File: src/logic/link_pkg.sv
// link_pkg: constants, field positions and types shared by the port link logic
// assumes: one 125 MHz core clock and dword-wide streams on every side
package link_pkg;
	// clock and timing
	localparam int CLK_MHZ = 125;
	localparam int REPLAY_NS = 2000;
	localparam int REPLAY_CYC = (REPLAY_NS * CLK_MHZ + 999) / 1000;
	localparam int FC_NS = 30000;
	localparam int FC_CYC = (FC_NS * CLK_MHZ + 999) / 1000;
	localparam int TMR_W = 12;

	// sequence numbers, retry storage and port count
	localparam int SEQ_W = 12;
	typedef logic [SEQ_W-1:0] seq_t;
	localparam seq_t SEQ_ONE = 12'h001;
	localparam seq_t SEQ_RESET_ACKED = 12'hFFF;
	localparam int SLOTS = 4;
	localparam int SLOT_WORDS = 16;
	localparam int NPORTS = 4;

	// crc polynomials and seeds
	localparam logic [31:0] LCRC_POLY = 32'h04C11DB7;
	localparam logic [31:0] LCRC_INIT = 32'hFFFFFFFF;
	localparam logic [15:0] DCRC_POLY = 16'h100B;
	localparam logic [15:0] DCRC_INIT = 16'hFFFF;

	// dllp layout: type in the top byte, sequence or credits below
	localparam logic [7:0] DL_ACK = 8'h00;
	localparam logic [7:0] DL_NACK = 8'h10;
	localparam logic [7:0] DL_INITFC = 8'h40;
	localparam logic [7:0] DL_UPDFC = 8'h80;
	localparam int DL_TYPE_LSB = 24;
	localparam int FC_HDR_LSB = 14;

	// tlp header fields: dword 0, and the bus number in dword 2
	localparam int FMT_LSB = 29;
	localparam int TYPE_LSB = 24;
	localparam int TC_LSB = 20;
	localparam int TD_BIT = 15;
	localparam int BUS_LSB = 24;

	// tlp type codes and message routing codes
	localparam logic [4:0] TY_MEM = 5'h00;
	localparam logic [4:0] TY_MEMLK = 5'h01;
	localparam logic [4:0] TY_IO = 5'h02;
	localparam logic [4:0] TY_CFG0 = 5'h04;
	localparam logic [4:0] TY_CFG1 = 5'h05;
	localparam logic [4:0] TY_CPL = 5'h0A;
	localparam logic [4:0] TY_CPLLK = 5'h0B;
	localparam logic [1:0] TY_MSG_TOP = 2'h2;
	localparam logic [2:0] MR_RC = 3'h0;
	localparam logic [2:0] MR_ADDR = 3'h1;
	localparam logic [2:0] MR_ID = 3'h2;
	localparam logic [2:0] MR_BCAST = 3'h3;
	localparam logic [2:0] MR_LOCAL = 3'h4;
	localparam logic [2:0] MR_GATHER = 3'h5;
	localparam logic [NPORTS-1:0] UPSTREAM_MASK = 4'h1;

	typedef enum {TX_IDLE, TX_SEQ, TX_BODY, TX_CRC} tx_state_e;
endpackage : link_pkg

File: src/logic/crc_step.sv
// crc_step: advances a crc register over one dword, msb first
// assumes: caller holds the running value in its own register
`timescale 1ns/1ps
`default_nettype none
module crc_step #(
	parameter int W = 32,
	parameter logic [W-1:0] POLY = '1
) (
	// running value and next dword
	input wire logic [W-1:0] crc_in,
	input wire logic [31:0] data,
	// advanced value
	output logic [W-1:0] crc_out
);
	always_comb
	begin
		crc_out = crc_in;
		for (int i = 31; i >= 0; i--)
		begin
			if (crc_out[W-1] ^ data[i])
				crc_out = {crc_out[W-2:0], 1'b0} ^ POLY;
			else
				crc_out = {crc_out[W-2:0], 1'b0};
		end
	end
endmodule : crc_step
`default_nettype wire

File: src/logic/pcie_port_link.sv
// pcie_port_link: data link layer and receive transaction layer of one switch port
// assumes: mac delivers whole tlps and dllps as dword streams on core_clk,
// and the fabric sink takes every received word without back-pressure
//
// Behaviour
// - every tlp carries and checks 32-bit lcrc
// - bad received lcrc sends a nack
// - good received lcrc sends an ack
// - sent tlps held until acknowledged
// - ack releases all tlps up to its sequence
// - nack or timeout replays oldest onward, in order
// - credits initialised and updated only through dllps
// - every dllp carries and checks 16-bit crc
// - illegal header or length mismatch flags malformed
// - digest bit set means ecrc is checked
// - config, completions, id messages routed by id
// - memory and io routed by address window
// - system messages routed by the low three routing bits of their type field
// - no matching port means unsupported request
// - every traffic class maps to channel zero
`timescale 1ns/1ps
`default_nettype none
module pcie_port_link (
	// clock and reset
	input wire logic core_clk,
	input wire logic nrst,
	// received tlp words from the link: sequence word, tlp, lcrc
	input wire logic rx_valid,
	input wire logic [31:0] rx_data,
	input wire logic rx_sop,
	input wire logic rx_eop,
	// transmitted tlp words to the link
	output logic tx_valid,
	output logic [31:0] tx_data,
	output logic tx_sop,
	output logic tx_eop,
	input wire logic tx_ready,
	// received dllps
	input wire logic drx_valid,
	input wire logic [31:0] drx_data,
	input wire logic [15:0] drx_crc,
	// transmitted dllps
	output logic dtx_valid,
	output logic [31:0] dtx_data,
	output logic [15:0] dtx_crc,
	input wire logic dtx_ready,
	// tlps from the fabric to send
	input wire logic src_valid,
	input wire logic [31:0] src_data,
	input wire logic src_eop,
	output logic src_ready,
	// received tlps to the fabric, verdict in the same cycle as the last word and fab_eop
	output logic fab_valid,
	output logic [31:0] fab_data,
	output logic fab_sop,
	output logic fab_eop,
	output logic fab_done,
	output logic fab_good,
	output logic fab_malformed,
	output logic fab_ecrc_err,
	output logic fab_ur,
	output logic fab_local,
	output logic [link_pkg::NPORTS-1:0] fab_dest,
	output logic fab_vc,
	// routing windows of the ports
	input wire logic [31:0] port_mem_base [link_pkg::NPORTS],
	input wire logic [31:0] port_mem_limit [link_pkg::NPORTS],
	input wire logic [7:0] port_bus_lo [link_pkg::NPORTS],
	input wire logic [7:0] port_bus_hi [link_pkg::NPORTS],
	// credits
	input wire logic [7:0] adv_hdr_credit,
	input wire logic [11:0] adv_data_credit,
	output logic [7:0] far_hdr_credit,
	output logic [11:0] far_data_credit,
	output logic dllp_crc_err
);
	function automatic logic in_range(input logic [31:0] v, input logic [31:0] lo,
		input logic [31:0] hi);
		in_range = (v >= lo) && (v <= hi);
	endfunction : in_range

	function automatic logic legal_hdr(input logic [1:0] fmt, input logic [4:0] ty);
		legal_hdr = 1'b0;
		if (ty[4:3] == link_pkg::TY_MSG_TOP)
			legal_hdr = fmt[0];
		else
		begin
			case (ty)
				link_pkg::TY_MEM: legal_hdr = 1'b1;
				link_pkg::TY_MEMLK: legal_hdr = !fmt[1];
				link_pkg::TY_IO, link_pkg::TY_CFG0, link_pkg::TY_CFG1: legal_hdr = !fmt[0];
				link_pkg::TY_CPL, link_pkg::TY_CPLLK: legal_hdr = !fmt[0];
				default: legal_hdr = 1'b0;
			endcase
		end
	endfunction : legal_hdr

	// only one channel exists, so the class is read but never selects
	function automatic logic tc_to_vc(input logic [2:0] tc);
		tc_to_vc = 1'b0 & tc[0];
	endfunction : tc_to_vc

	////////////////////////////////////////////////////////////////////////////////
	// receive tlp path
	logic [31:0] rx_lcrc_q, rx_lcrc_nx, rx_ecrc_q, rx_ecrc_nx, rx_ecrc_lag_q;
	logic [31:0] hdr0_q, hdr2_q, hdr3_q, rx_prev_q;
	logic [10:0] rx_cnt_q, exp_words, len_words;
	logic rx_held_q;
	link_pkg::seq_t rx_seqw_q, rcv_seq_q;
	logic rx_end, lcrc_ok, seq_ok, malformed, ecrc_bad, is_local, ur;
	logic [1:0] fmt;
	logic [4:0] ty;
	logic [31:0] addr, bus;
	logic [link_pkg::NPORTS-1:0] addr_hit, id_hit, dest;

	crc_step #(.W(32), .POLY(link_pkg::LCRC_POLY)) u_rx_lcrc (
		.crc_in(rx_sop ? link_pkg::LCRC_INIT : rx_lcrc_q),
		.data(rx_data),
		.crc_out(rx_lcrc_nx)
	);
	crc_step #(.W(32), .POLY(link_pkg::LCRC_POLY)) u_rx_ecrc (
		.crc_in(rx_cnt_q == 11'h000 ? link_pkg::LCRC_INIT : rx_ecrc_q),
		.data(rx_data),
		.crc_out(rx_ecrc_nx)
	);

	assign rx_end = rx_valid && rx_eop && !rx_sop;
	assign lcrc_ok = rx_lcrc_q == rx_data;
	assign seq_ok = rx_seqw_q == rcv_seq_q;
	assign fmt = hdr0_q[link_pkg::FMT_LSB +: 2];
	assign ty = hdr0_q[link_pkg::TYPE_LSB +: 5];
	assign len_words = (hdr0_q[9:0] == 10'h000) ? 11'h400 : {1'b0, hdr0_q[9:0]};
	assign exp_words = (fmt[0] ? 11'h004 : 11'h003) + (fmt[1] ? len_words : 11'h000)
		+ {10'h000, hdr0_q[link_pkg::TD_BIT]};
	assign malformed = !legal_hdr(fmt, ty) || (rx_cnt_q != exp_words);
	assign ecrc_bad = hdr0_q[link_pkg::TD_BIT] && (rx_ecrc_lag_q != rx_prev_q);

	always_ff @(posedge core_clk)
	begin
		if (!nrst)
		begin
			rx_cnt_q <= 11'h000;
			rx_held_q <= 1'b0;
			rx_seqw_q <= '0;
			rx_lcrc_q <= link_pkg::LCRC_INIT;
			rx_ecrc_q <= link_pkg::LCRC_INIT;
			rx_ecrc_lag_q <= link_pkg::LCRC_INIT;
			hdr0_q <= 32'h00000000;
			hdr2_q <= 32'h00000000;
			hdr3_q <= 32'h00000000;
			rx_prev_q <= 32'h00000000;
		end
		else if (rx_valid)
		begin
			rx_lcrc_q <= rx_lcrc_nx;
			rx_cnt_q <= rx_sop ? 11'h000 : rx_cnt_q + 11'h001;
			rx_held_q <= !rx_sop && !rx_eop;
			if (rx_sop)
				rx_seqw_q <= rx_data[link_pkg::SEQ_W-1:0];
			if (!rx_sop && !rx_eop)
			begin
				rx_prev_q <= rx_data;
				rx_ecrc_q <= rx_ecrc_nx;
				rx_ecrc_lag_q <= rx_ecrc_q;
				if (rx_cnt_q == 11'h000)
					hdr0_q <= rx_data;
				if (rx_cnt_q == 11'h002)
					hdr2_q <= rx_data;
				if (rx_cnt_q == 11'h003)
					hdr3_q <= rx_data;
			end
		end
	end

	always_ff @(posedge core_clk)
	begin
		if (!nrst)
			rcv_seq_q <= '0;
		else if (rx_end && lcrc_ok && seq_ok)
			rcv_seq_q <= rcv_seq_q + link_pkg::SEQ_ONE;
	end

	////////////////////////////////////////////////////////////////////////////////
	// routing decision
	assign addr = fmt[0] ? hdr3_q : hdr2_q;
	assign bus = {24'h000000, hdr2_q[link_pkg::BUS_LSB +: 8]};

	generate
		for (genvar p = 0; p < link_pkg::NPORTS; p++)
		begin : g_port
			assign addr_hit[p] = in_range(addr, port_mem_base[p], port_mem_limit[p]);
			assign id_hit[p] = in_range(bus, {24'h000000, port_bus_lo[p]},
				{24'h000000, port_bus_hi[p]});
		end
	endgenerate

	always_comb
	begin
		dest = '0;
		is_local = 1'b0;
		if (ty[4:3] == link_pkg::TY_MSG_TOP)
		begin
			case (ty[2:0])
				link_pkg::MR_RC: dest = link_pkg::UPSTREAM_MASK;
				link_pkg::MR_ADDR: dest = addr_hit;
				link_pkg::MR_ID: dest = id_hit;
				link_pkg::MR_BCAST: dest = '1;
				link_pkg::MR_LOCAL, link_pkg::MR_GATHER: is_local = 1'b1;
				default: dest = '0;
			endcase
		end
		else if (ty == link_pkg::TY_MEM || ty == link_pkg::TY_MEMLK || ty == link_pkg::TY_IO)
			dest = addr_hit;
		else
			dest = id_hit;
	end

	assign ur = !is_local && (dest == '0);

	always_ff @(posedge core_clk)
	begin
		if (!nrst)
		begin
			fab_valid <= 1'b0;
			fab_data <= 32'h00000000;
			fab_sop <= 1'b0;
			fab_eop <= 1'b0;
		end
		else
		begin
			fab_valid <= rx_valid && !rx_sop && rx_held_q;
			fab_data <= rx_prev_q;
			fab_sop <= rx_cnt_q == 11'h001;
			fab_eop <= rx_eop;
		end
	end

	always_ff @(posedge core_clk)
	begin
		if (!nrst)
		begin
			fab_done <= 1'b0;
			fab_good <= 1'b0;
			fab_malformed <= 1'b0;
			fab_ecrc_err <= 1'b0;
			fab_ur <= 1'b0;
			fab_local <= 1'b0;
			fab_dest <= '0;
			fab_vc <= 1'b0;
		end
		else
		begin
			fab_done <= rx_end;
			fab_good <= rx_end && lcrc_ok && seq_ok && !malformed && !ecrc_bad;
			fab_malformed <= rx_end && lcrc_ok && malformed;
			fab_ecrc_err <= rx_end && lcrc_ok && ecrc_bad;
			fab_ur <= rx_end && lcrc_ok && !malformed && ur;
			fab_local <= is_local;
			fab_dest <= dest;
			fab_vc <= tc_to_vc(hdr0_q[link_pkg::TC_LSB +: 3]);
		end
	end

	////////////////////////////////////////////////////////////////////////////////
	// transmit tlp path with retry buffer
	link_pkg::tx_state_e tx_st_q;
	link_pkg::seq_t next_tx_q, acked_q, tx_seq_q, outstanding, ack_dist, ack_seq;
	logic [31:0] rb_mem_q [link_pkg::SLOTS*link_pkg::SLOT_WORDS];
	logic [3:0] rb_len_q [link_pkg::SLOTS];
	logic [31:0] tx_crc_q, tx_crc_nx, tx_word;
	logic [3:0] tx_cnt_q;
	logic tx_replay_q, replay_pend_q, out_ok, body_go, body_last;
	logic [link_pkg::TMR_W-1:0] replay_tmr_q;
	logic d_ok, is_ack, is_nack, ack_move, timeout;

	assign outstanding = next_tx_q - acked_q - link_pkg::SEQ_ONE;
	assign out_ok = !tx_valid || tx_ready;
	assign tx_word = tx_replay_q ? rb_mem_q[{tx_seq_q[1:0], tx_cnt_q}] : src_data;
	assign src_ready = (tx_st_q == link_pkg::TX_BODY) && !tx_replay_q && out_ok;
	assign body_go = (tx_st_q == link_pkg::TX_BODY) && out_ok && (tx_replay_q || src_valid);
	// a fabric tlp longer than one slot is cut at the slot end
	assign body_last = tx_replay_q ? (tx_cnt_q == rb_len_q[tx_seq_q[1:0]])
		: (src_eop || tx_cnt_q == 4'hF);

	crc_step #(.W(32), .POLY(link_pkg::LCRC_POLY)) u_tx_lcrc (
		.crc_in(tx_st_q == link_pkg::TX_SEQ ? link_pkg::LCRC_INIT : tx_crc_q),
		.data(tx_st_q == link_pkg::TX_SEQ ? {20'h00000, tx_seq_q} : tx_word),
		.crc_out(tx_crc_nx)
	);

	always_ff @(posedge core_clk)
	begin
		if (!nrst)
		begin
			tx_st_q <= link_pkg::TX_IDLE;
			tx_seq_q <= '0;
			tx_replay_q <= 1'b0;
			tx_cnt_q <= 4'h0;
			tx_crc_q <= link_pkg::LCRC_INIT;
			tx_valid <= 1'b0;
			tx_data <= 32'h00000000;
			tx_sop <= 1'b0;
			tx_eop <= 1'b0;
		end
		else
		begin
			if (tx_ready)
				tx_valid <= 1'b0;
			case (tx_st_q)
				link_pkg::TX_IDLE:
				begin
					if (replay_pend_q && outstanding != '0)
					begin
						tx_seq_q <= acked_q + link_pkg::SEQ_ONE;
						tx_replay_q <= 1'b1;
						tx_st_q <= link_pkg::TX_SEQ;
					end
					else if (src_valid && outstanding < link_pkg::seq_t'(link_pkg::SLOTS))
					begin
						tx_seq_q <= next_tx_q;
						tx_replay_q <= 1'b0;
						tx_st_q <= link_pkg::TX_SEQ;
					end
				end
				link_pkg::TX_SEQ:
				begin
					if (out_ok)
					begin
						tx_valid <= 1'b1;
						tx_data <= {20'h00000, tx_seq_q};
						tx_sop <= 1'b1;
						tx_eop <= 1'b0;
						tx_crc_q <= tx_crc_nx;
						tx_cnt_q <= 4'h0;
						tx_st_q <= link_pkg::TX_BODY;
					end
				end
				link_pkg::TX_BODY:
				begin
					if (body_go)
					begin
						tx_valid <= 1'b1;
						tx_data <= tx_word;
						tx_sop <= 1'b0;
						tx_crc_q <= tx_crc_nx;
						tx_cnt_q <= tx_cnt_q + 4'h1;
						if (body_last)
							tx_st_q <= link_pkg::TX_CRC;
					end
				end
				link_pkg::TX_CRC:
				begin
					if (out_ok)
					begin
						tx_valid <= 1'b1;
						tx_data <= tx_crc_q;
						tx_eop <= 1'b1;
						if (tx_replay_q && tx_seq_q + link_pkg::SEQ_ONE != next_tx_q)
						begin
							tx_seq_q <= tx_seq_q + link_pkg::SEQ_ONE;
							tx_st_q <= link_pkg::TX_SEQ;
						end
						else
							tx_st_q <= link_pkg::TX_IDLE;
					end
				end
				default: tx_st_q <= link_pkg::TX_IDLE;
			endcase
		end
	end

	always_ff @(posedge core_clk)
	begin
		if (body_go && !tx_replay_q)
		begin
			rb_mem_q[{tx_seq_q[1:0], tx_cnt_q}] <= src_data;
			if (body_last)
				rb_len_q[tx_seq_q[1:0]] <= tx_cnt_q;
		end
	end

	always_ff @(posedge core_clk)
	begin
		if (!nrst)
			next_tx_q <= '0;
		else if (body_go && body_last && !tx_replay_q)
			next_tx_q <= next_tx_q + link_pkg::SEQ_ONE;
	end

	////////////////////////////////////////////////////////////////////////////////
	// received dllps: acknowledgements and credits
	logic [15:0] drx_crc_calc;

	crc_step #(.W(16), .POLY(link_pkg::DCRC_POLY)) u_rx_dcrc (
		.crc_in(link_pkg::DCRC_INIT),
		.data(drx_data),
		.crc_out(drx_crc_calc)
	);

	assign d_ok = drx_valid && drx_crc_calc == drx_crc;
	assign is_ack = d_ok && drx_data[link_pkg::DL_TYPE_LSB +: 8] == link_pkg::DL_ACK;
	assign is_nack = d_ok && drx_data[link_pkg::DL_TYPE_LSB +: 8] == link_pkg::DL_NACK;
	assign ack_seq = drx_data[link_pkg::SEQ_W-1:0];
	assign ack_dist = ack_seq - acked_q;
	// stale or out-of-window sequence numbers release nothing
	assign ack_move = (is_ack || is_nack) && ack_dist != '0 && ack_dist <= outstanding;
	assign timeout = replay_tmr_q == link_pkg::TMR_W'(link_pkg::REPLAY_CYC);

	always_ff @(posedge core_clk)
	begin
		if (!nrst)
			acked_q <= link_pkg::SEQ_RESET_ACKED;
		else if (ack_move)
			acked_q <= ack_seq;
	end

	always_ff @(posedge core_clk)
	begin
		if (!nrst)
			replay_tmr_q <= '0;
		else if (ack_move || outstanding == '0 || timeout || is_nack)
			replay_tmr_q <= '0;
		else
			replay_tmr_q <= replay_tmr_q + 1'b1;
	end

	always_ff @(posedge core_clk)
	begin
		if (!nrst)
			replay_pend_q <= 1'b0;
		else if (is_nack || timeout)
			replay_pend_q <= 1'b1;
		else if (tx_st_q == link_pkg::TX_IDLE)
			replay_pend_q <= 1'b0;
	end

	always_ff @(posedge core_clk)
	begin
		if (!nrst)
		begin
			far_hdr_credit <= 8'h00;
			far_data_credit <= 12'h000;
			dllp_crc_err <= 1'b0;
		end
		else
		begin
			dllp_crc_err <= drx_valid && !d_ok;
			if (d_ok && (drx_data[link_pkg::DL_TYPE_LSB +: 8] == link_pkg::DL_INITFC
				|| drx_data[link_pkg::DL_TYPE_LSB +: 8] == link_pkg::DL_UPDFC))
			begin
				far_hdr_credit <= drx_data[link_pkg::FC_HDR_LSB +: 8];
				far_data_credit <= drx_data[11:0];
			end
		end
	end

	////////////////////////////////////////////////////////////////////////////////
	// dllp transmit: nack, ack, then credit reports
	logic ack_pend_q, nack_pend_q, init_pend_q, fc_due, dl_take;
	logic [link_pkg::TMR_W-1:0] fc_tmr_q;
	logic [7:0] sent_hdr_q;
	logic [11:0] sent_data_q;
	logic [31:0] dl_word;
	logic [15:0] dl_crc;

	assign fc_due = fc_tmr_q == link_pkg::TMR_W'(link_pkg::FC_CYC)
		|| sent_hdr_q != adv_hdr_credit || sent_data_q != adv_data_credit;
	assign dl_take = (!dtx_valid || dtx_ready)
		&& (nack_pend_q || ack_pend_q || init_pend_q || fc_due);

	always_comb
	begin
		dl_word = {link_pkg::DL_UPDFC, 2'h0, adv_hdr_credit, 2'h0, adv_data_credit};
		if (nack_pend_q)
			dl_word = {link_pkg::DL_NACK, 12'h000, rcv_seq_q - link_pkg::SEQ_ONE};
		else if (ack_pend_q)
			dl_word = {link_pkg::DL_ACK, 12'h000, rcv_seq_q - link_pkg::SEQ_ONE};
		else if (init_pend_q)
			dl_word = {link_pkg::DL_INITFC, 2'h0, adv_hdr_credit, 2'h0, adv_data_credit};
	end

	crc_step #(.W(16), .POLY(link_pkg::DCRC_POLY)) u_tx_dcrc (
		.crc_in(link_pkg::DCRC_INIT),
		.data(dl_word),
		.crc_out(dl_crc)
	);

	always_ff @(posedge core_clk)
	begin
		if (!nrst)
			nack_pend_q <= 1'b0;
		else
			nack_pend_q <= (rx_end && !lcrc_ok) || (nack_pend_q && !dl_take);
	end

	always_ff @(posedge core_clk)
	begin
		if (!nrst)
			ack_pend_q <= 1'b0;
		else
			ack_pend_q <= (rx_end && lcrc_ok) || (ack_pend_q && !(dl_take && !nack_pend_q));
	end

	always_ff @(posedge core_clk)
	begin
		if (!nrst)
		begin
			init_pend_q <= 1'b1;
			fc_tmr_q <= '0;
			sent_hdr_q <= 8'h00;
			sent_data_q <= 12'h000;
		end
		else if (dl_take && !nack_pend_q && !ack_pend_q)
		begin
			init_pend_q <= 1'b0;
			fc_tmr_q <= '0;
			sent_hdr_q <= adv_hdr_credit;
			sent_data_q <= adv_data_credit;
		end
		else if (fc_tmr_q != link_pkg::TMR_W'(link_pkg::FC_CYC))
			fc_tmr_q <= fc_tmr_q + 1'b1;
	end

	always_ff @(posedge core_clk)
	begin
		if (!nrst)
		begin
			dtx_valid <= 1'b0;
			dtx_data <= 32'h00000000;
			dtx_crc <= 16'h0000;
		end
		else if (dl_take)
		begin
			dtx_valid <= 1'b1;
			dtx_data <= dl_word;
			dtx_crc <= dl_crc;
		end
		else if (dtx_ready)
			dtx_valid <= 1'b0;
	end

	////////////////////////////////////////////////////////////////////////////////
	// checks
	property p_nack_bad;
		@(posedge core_clk) disable iff (!nrst)
		rx_end && !lcrc_ok |=> nack_pend_q;
	endproperty
	a_nack_bad: assert property (p_nack_bad) else $error("bad lcrc left no nack");

	property p_ack_good;
		@(posedge core_clk) disable iff (!nrst)
		rx_end && lcrc_ok && seq_ok |=> ack_pend_q && rcv_seq_q == $past(rcv_seq_q) + 12'h001;
	endproperty
	a_ack_good: assert property (p_ack_good) else $error("good tlp not acked");

	property p_hold;
		@(posedge core_clk) disable iff (!nrst)
		outstanding <= 12'h004;
	endproperty
	a_hold: assert property (p_hold) else $error("retry window overrun");

	property p_release;
		@(posedge core_clk) disable iff (!nrst)
		ack_move |=> acked_q == $past(ack_seq);
	endproperty
	a_release: assert property (p_release) else $error("ack did not release");

	property p_replay;
		@(posedge core_clk) disable iff (!nrst)
		is_nack && outstanding != '0 && tx_st_q == link_pkg::TX_IDLE
			|=> ##[0:2] tx_replay_q && tx_st_q == link_pkg::TX_SEQ;
	endproperty
	a_replay: assert property (p_replay) else $error("nack did not start replay");

	property p_dcrc;
		@(posedge core_clk) disable iff (!nrst)
		drx_valid && !d_ok |=> dllp_crc_err && $stable(far_hdr_credit) && $stable(acked_q);
	endproperty
	a_dcrc: assert property (p_dcrc) else $error("bad dllp was used");

	property p_ur;
		@(posedge core_clk) disable iff (!nrst)
		fab_ur |-> fab_done && fab_dest == '0 && !fab_local;
	endproperty
	a_ur: assert property (p_ur) else $error("ur with a destination");

	property p_seq;
		@(posedge core_clk) disable iff (!nrst)
		tx_valid && tx_sop && !tx_replay_q |-> tx_data[11:0] == next_tx_q;
	endproperty
	a_seq: assert property (p_seq) else $error("new tlp sequence skipped");

	property p_vc;
		@(posedge core_clk) disable iff (!nrst)
		fab_done |-> !fab_vc;
	endproperty
	a_vc: assert property (p_vc) else $error("channel other than zero");
endmodule : pcie_port_link
`default_nettype wire

File: config.mk
export PLATFORM = sky130hd
export DESIGN_NAME = pcie_port_link
export DESIGN_NICKNAME = d
export VERILOG_FILES = /design/src/logic/link_pkg.sv /design/src/logic/crc_step.sv /design/src/logic/pcie_port_link.sv
export SDC_FILE = /design/constraint.sdc
export NUM_CORES = 2
export LEC_CHECK = 0
export ABC_AREA = 1
export BUFFER_PORTS_ARGS = -buffer_cell sky130_fd_sc_hd__buf_2
export CORE_MARGIN = 10
export CORE_UTILIZATION = 40
export CTS_CLUSTER_DIAMETER = 30
export DETAILED_ROUTE_END_ITERATION = 10
export PLACE_DENSITY = 0.56
export SLEW_MARGIN = 20
export SYNTH_ARGS = -nofsm -noshare
export SYNTH_HDL_FRONTEND = slang
export SYNTH_HIERARCHICAL = 1
export SYNTH_SLANG_ARGS = --single-unit
File: constraint.sdc
create_clock -name core_clk -period 5.59 [get_ports core_clk]
set_input_delay 0.559 -clock core_clk [delete_from_list [all_inputs] [get_ports core_clk]]
set_output_delay 0.559 -clock core_clk [all_outputs]
set_load 0.05 [all_outputs]
# == Word level (Yosys, flattened, before mapping) ==
# Memory sizes are Yosys's and may differ from the RTL's. A register that Yosys moved wholly into a read port is not among the register bits.
# Cells that the tools add are included.
# classes
reduce_logical,117
n_eq_ne,42
n_lt_le_gt_ge,18
n_bitwise,317
n_addsub,14
n_mux,226
# ops
cell,count
$mux W27,96
$not A14 Y14,96
$mux W13,64
$mux W32,20
$not A4 Y4,62
$xor A1 B1 Y1,152
$ge A32 B32 Y1,4
$le A32 B32 Y1,4
$pmux W32 S4,1
$eq A32 B2 Y1 const B,3
$pmux W32 S3,1
$add A12 B1 Y12 const B,6
$logic_not A32 Y1,2
$pmux W32 S2,1
$mux W12,4
$logic_and A1 B1 Y1,46
$mux W11,3
$eq A32 B1 Y1 const B,1
$eq A32 B3 Y1 const B,1
$eq A32 B32 Y1,1
$ge A8 B8 Y1,4
$le A8 B8 Y1,4
$ne A32 B32 Y1,1
$ne A12 B12 Y1,2
61 further kinds,155
# totals
word_cells,783
out_inout_bits,152
mem_bits_rw,2064
in_bits,462
memories,2
reg_bits,562
# memory_table
name,words,word_bits,read_ports,rd_clocked_by_memory_dff,wr,line,source
rb_mem_q,64,32,1,0,1,pcie_port_link.sv:268,logic [31:0] rb_mem_q [link_pkg::SLOTS*link_pkg::SLOT_WORDS];
rb_len_q,4,4,1,1,1,pcie_port_link.sv:269,logic [3:0] rb_len_q [link_pkg::SLOTS];

# == Longest topological paths before layout ==
# depth
depth_word,73
ltp_mapped,48
ltp_nobuf,45

# == Hierarchy ==
# Netlist, hierarchy kept.
# by_module_without_submodules
mod,cells_per_inst,seq_area_each_um2,area_each_um2,n_inst
pcie_port_link,10506,72229.3,111557.0,1
crc_step at u_rx_ecrc ...,921,0.0,5029.8,3
crc_step at u_rx_dcrc ...,470,0.0,2458.6,2

# == Least setup slack after synthesis ==
# No wires, ideal clock.
# synth_path
kind,register -> register
start,reg tx_cnt_q[1]
end,reg tx_crc_q[5]
synth_period_minus_slack_ps,4231
setup_ps,134
path_slack_ps,1359
required_ps,5456
stages_incl_launch_ff,45
n_path_buf,5
arrival_ps,4097
path_cell_list,dfxtp_1 buf_4 inv_2 buf_6 nor2_4 nand2_4 inv_4 buf_6 buf_4 nand2_1 nand3_1 nor2_1 nand3_1 nand3_1 nand3_1 nand3_1 a21oi_1 inv_1 (+9 left out) nand2_8 nand2_2 nand2_4 nand2_1 nand2_2 nand2_4 nand2_8 nand2_2 nand2_4 inv_2 nand2_2 nand2_4 xnor2_1 nand2_1 nand2_1 inv_1 nand2_1 nand3_1
# synth_between
elab_chain_cells,46
elab_cells_between_ends,96
cone_classes,37 x mux; 58 x bitwise; 1 x memory
# synth_rtl
item,line,source
"start, declared",pcie_port_link.sv:271,logic [3:0] tx_cnt_q;
"start signal, assigned",pcie_port_link.sv:346,tx_cnt_q <= tx_cnt_q + 4'h1;
$mem_v2 Z64 W32 *,-,
$mux W32 *,pcie_port_link.sv:278,"assign tx_word = tx_replay_q ? rb_mem_q[{tx_seq_q[1:0], tx_cnt_q}] : src_data;"
$mux W32 *,pcie_port_link.sv:287,".data(tx_st_q == link_pkg::TX_SEQ ? {20'h00000, tx_seq_q} : tx_word),"
$xor A1 B1 Y1,crc_step.sv:20,if (crc_out[W-1] ^ data[i])
$mux W27,crc_step.sv:20,
$mux W27 / $not A14 Y14 (equally long branches),-,
$not A14 Y14 (no source line) / $mux W27 (equally long branches),-,
$mux W27,crc_step.sv:20,
(+31 left out),-,
$mux W27,crc_step.sv:20,
$not A14 Y14 (no source line) / $xor A1 B1 Y1 (equally long branches),-,
$mux W27,crc_step.sv:20,
$not A14 Y14 (no source line) / $xor A1 B1 Y1 (equally long branches),-,
$mux W27 *,crc_step.sv:20,
named net tx_crc_nx[5],pcie_port_link.sv:270,"logic [31:0] tx_crc_q, tx_crc_nx, tx_word;"
$mux W32 (on tied branches),"pcie_port_link.sv:340, pcie_port_link.sv:327",
$pmux W32 S2 *,pcie_port_link.sv:309,case (tx_st_q)
"end signal, assigned",pcie_port_link.sv:299,tx_crc_q <= link_pkg::LCRC_INIT;
"end signal, assigned",pcie_port_link.sv:333,tx_crc_q <= tx_crc_nx;
"end signal, assigned",pcie_port_link.sv:345,tx_crc_q <= tx_crc_nx;
"end, declared",pcie_port_link.sv:270,
# Mark *: on every way through the listed nets, which the timed path passes. The rest lies on a longest branch. The select of a mux whose other input is x is not followed.
# A chain may end at the register's enable or synchronous reset.

# == Worst setup path after layout ==
# layout_path
start,reg tx_cnt_q[0]
end,reg tx_crc_q[16]
# layout_between
elab_chain_cells,46
elab_cells_between_ends,93
cone_classes,37 x mux; 55 x bitwise; 1 x memory
# layout_rtl
item,line
$mem_v2 Z64 W32 *,-
$mux W32 *,pcie_port_link.sv:278
$mux W32 *,pcie_port_link.sv:287
$xor A1 B1 Y1,crc_step.sv:20
$mux W27,crc_step.sv:20
$mux W27 / $not A14 Y14 (equally long branches),-
$mux W27 (2 in series),crc_step.sv:20
$mux W27 / $not A14 Y14 (equally long branches),-
(+29 left out),-
$mux W27 (2 in series),crc_step.sv:20
$mux W27 / $not A14 Y14 (equally long branches),-
$mux W27,crc_step.sv:20
$not A14 Y14 (no source line) / $xor A1 B1 Y1 (equally long branches),-
$mux W27 *,crc_step.sv:20
named net tx_crc_nx[16],pcie_port_link.sv:270
$mux W32 (on tied branches),"pcie_port_link.sv:340, pcie_port_link.sv:327"
$pmux W32 S2 *,pcie_port_link.sv:309
# Marks and branches as above.

==> impl_metrics.yaml <==
outcome:
  outcome: "complete, no violations"
worst_setup_path:
  rr_startpoint: "tx_cnt_q[0]$_SDFFE_PN0P_"
  crit_top_cell: "nand2_1"
  slowest_delay_ps: 390
  path_buf_inv: 6
  crit_required_ps: 6450
  r2r_end: "tx_crc_q[16]$_SDFFE_PN1P_"
  critPathMaxFanout: 25
  cp_slowest_cell: "dfxtp_4"
  worst-r2r-setup-slack_ps: 270
  r2r_cells: 32
  critPathKind: "reg -> reg"
  startpoint: "tx_cnt_q[0]$_SDFFE_PN0P_"
  crit_cells: 32
  path_delay_family: "simple AND/OR/NAND/NOR gates"
  cp-end-kind: "flip-flop"
  crit_path_end: "tx_crc_q[16]$_SDFFE_PN1P_"
  worst_setup_path_start_kind: "flip-flop"
  cp_data_arrival_time_ps: 6180
placed_design:
  place_congestion: 0.9343
  place_ws_ps: 197.0
  hpwlAfterDp_mm: 357.3
  portBuffers: 603
timing:
  hold_ws_ps: 50.49
  layout_min_cycle_time_ps: 5324
  fin_crit_sh_pct: 95.25
  setup_viol: 0
  fmax_mhz: 187.8
  setup_slack_ps: 265.6
  setup_tns_ps: 0
  drv_slew: 0
  tightest_slew_ps: 1120
  clock_skew_ps: 137.5
  finalHoldViolations: 0
  max-slew-margin-rel_pct: 25.15
detailed_routing:
  post_drt_wl_per_cell_um: 25.18
  drc_errors: 0
  vias: 108300
  wl_mm: 514.0
  vias_per_cell: 5.305
  ant_nets: 0
  drt_first_pass_iters: 6
  drtIter0Drc: 12170
final_layout:
  fin_util_pct: 50.09
  syn_to_final_growth_pct: 24.64
  layout-drive-gt1-share_pct: 18.85
  layout.nets: 16450
  fill_cells: 30150
floorplan:
  ios: 614
  dieArea_sq_mm: 0.3522
  die_x_um: 593.5
  die_h_um: 593.5
  initial_core_util_pct: 40.19
  row_count: 210
  design.core.area_sq_mm: 0.3274
power_and_ir_drop:
  p_switching_mw: 47.25
  p_leak_nw: 71.37
  power_density_mw_per_mm2: 673.8
  seq_power_share_pct: 19.9
  p_int_mw: 63.24
  clockPowerShare_pct: 30.4
  irDropWorstVdd_v: 0.001131
  swShare_pct: 42.76
  p_comb_share_pct: 49.7
  power.total_mw: 110.5
cts:
  cts_buffer_depth: 4
  cts_tree: "done"
  cts_sinks: 2576
  cts.clk_slew.worst_paths_ps: 50
  htree_levels: 6
  cts_buffers: 548
  cts_root_buf: "clkbuf_16"
  insertion_delay_ps: 1040
grt:
  antenna_found_initial: 43
  grt_overflow: 0
  grt_pass1_wl_mm: 725.4
  grt_max_degree: 152
  first_global_vias: 102100
  grt.total_usage_pct: 27.64
min_path:
  hold_path_class: "in -> reg"
  hp-start: "rx_data[25]"
synth:
  synth_flop_cell: "edfxtp_1"
  avgSynthCellArea_sq_um: 9.259
  synth_seq_area_share_pct: 54.90
  synth_cells: 14210
  syn_area_sq_mm: 0.1316
  yosysWarningCount: 6
  ys_seq_elements: 2576
  ys_types: 68
  async_flop_share_pct: 0
  synth_edf_count: 2064
flow_run:
  cap_violations: 0
-- per-stage QoR --
step | instances | area [sq um]
floorplan | 14300 | 131900
global placement | 19340 | 143800
detailed placement | 19340 | 143800
CTS | 20380 | 163400
global route | 20400 | 164000
finish | 20410 | 164000
-- layout make-up --
type                    count  area, sq um  area share (%)
flip-flops and latches   2576        72250           44.06
multi-input cells        9827        52790           32.20
clock buffers             651        14500           8.842
repair buffers           1240         8753           5.338
well taps                4346         5438           3.316
inverters                1411         5421           3.306
clock inverters           347         4771           2.909
repair inverters            3        26.28         0.01602
diodes                     10        25.02         0.01526
-- cell usage in the layout (no fill, tap or decap), drive strengths merged, types with 23 or more instances in the layout --
cell type,n
nand2,4937
edfxtp,2064
inv,1445
buf,1199
nand3,1183
a21oi,696
clkbuf,655
nor2,636
dfxtp,512
xor2,415
ha,377
o21ai,333
nand4,263
clkinv,197
xnor2,196
a22oi,159
or2,117
conb,88
a211oi,87
bufinv,81
nor3,69
nand3b,58
a22o,45
clkinvlp,38
dlygate4sd3,37
nor4,23
-- cells in the mapped netlist, types with 9 or more instances --
master	count	area (sq um)
inv_2	106	397.9
o21bai_1	11	82.58
buf_1	50	187.7
or2_2	108	675.7
nand2_1	4462	16750
inv_4	10	62.56
nor3_1	63	315.3
nand3_1	1114	5575
xor2_1	391	3425
nand2_8	9	180.2
o21ai_0	318	1592
nor2_4	12	135.1
clkbuf_1	199	747.0
and3_1	9	56.30
o21ai_1	14	70.07
nand3_2	62	620.6
xor2_2	18	292.8
dfxtp_1	512	10250
nor4_1	22	137.6
inv_1	1287	4831
a21oi_1	696	3483
o211ai_1	16	120.1
nor2_2	10	62.56
a211oi_1	87	653.1
xnor2_1	193	1690
buf_2	194	970.9
a22oi_1	159	1194
nand3b_1	53	397.9
o2111ai_1	13	113.9
nand2_2	301	1883
o2bb2ai_1	16	140.1
a221oi_1	15	131.4
o21a_1	15	112.6
ha_1	377	4717
nand4_1	263	1645
nand2_4	165	1858
or2_1	9	56.30
edfxtp_1	2064	61980
a21o_1	13	97.59
a22o_1	45	394.1
nor2_1	614	2305
buf_4	31	232.7
-- worst min-delay path by stage --
stage	end	slack, ps	cells past startpoint
final	hdr0_q[25]$_SDFFE_PN0P_	50	3
after global placement	replay_tmr_q[0]$_SDFF_PP0_	450	1
after global routing	hdr0_q[9]$_SDFFE_PN0P_	60	3
after floorplan	fab_valid$_SDFF_PN0_	420	2
after CTS	dtx_data[15]$_SDFFE_PN0P_	1	5
after detailed placement	fab_data[0]$_SDFF_PN0_	460	2
-- power groups by stage --
stage / combinational, mW / sequential [mW] / clock, mW
after global routing: 60.0 / 22.0 / 34.8
after detailed placement: 53.7 / 22.3 / 0
final: 55.0 / 22.0 / 33.6
after floorplan: 34.1 / 22.6 / 0
after CTS: 53.9 / 22.0 / 33.8
after global placement: 54.0 / 22.3 / 0
-- repair_timing --
| item | in CTS | in global routing |
|---|---|---|
| endpoints found under the hold margin | 74 | 0 |
| setup buffers | 0 | 18 |
| hold buffers | 37 | 0 |
| setup endpoints to repair | 0 | 30 |
| resized for setup | 0 | 57 |
-- sequential cells by signal, summed over array words and instances, names as in the netlist, 12 cells and up, named ones only --
signal / cells
rx_ecrc_lag_q: 32
rx_ecrc_q: 32
far_data_credit: 12
rx_lcrc_q: 32
tx_data: 32
hdr2_q: 32
hdr0_q: 18
next_tx_q: 12
hdr3_q: 32
replay_tmr_q: 12
dtx_crc: 16
rx_seqw_q: 12
fc_tmr_q: 12
rx_prev_q: 32
dtx_data: 23
fab_data: 32
acked_q: 12
rb_len_q: 16
sent_data_q: 12
rb_mem_q: 2048
tx_crc_q: 32
tx_seq_q: 12
rcv_seq_q: 12
-- worst min-delay path: stages --
cell and delay (ps):
buf_2 240, nor2_1 150, a211oi_1 50
-- per-layer routing --
layer  GRT usage [%]  vias to the layer above  routed length, um
met5               0                        -                 91
met4           12.00                       14              24910
met3           5.002                      823              43990
met2           44.05                     5065             232600
met1           36.92                    51900             212400
li1                -                    50480                  -
-- cells by family (layout without fill, tap and decap cells) --
logic type / count (synthesis) / in the layout / share of synthesized area, %
AND/OR/NAND/NOR: 7305 / 7305 / 25.09
flip-flops: 2576 / 2576 / 54.90
XOR/XNOR: 611 / 611 / 4.273
other: 2 / 98 / 0.005708
adder cells (fa/ha/maj): 381 / 381 / 3.646
buffers and inverters: 1892 / 3652 / 5.730
multiplexers: 1 / 1 / 0.007608
AO/OA/AOI/OAI: 1441 / 1441 / 6.348
(Power assumes the default switching activity.)
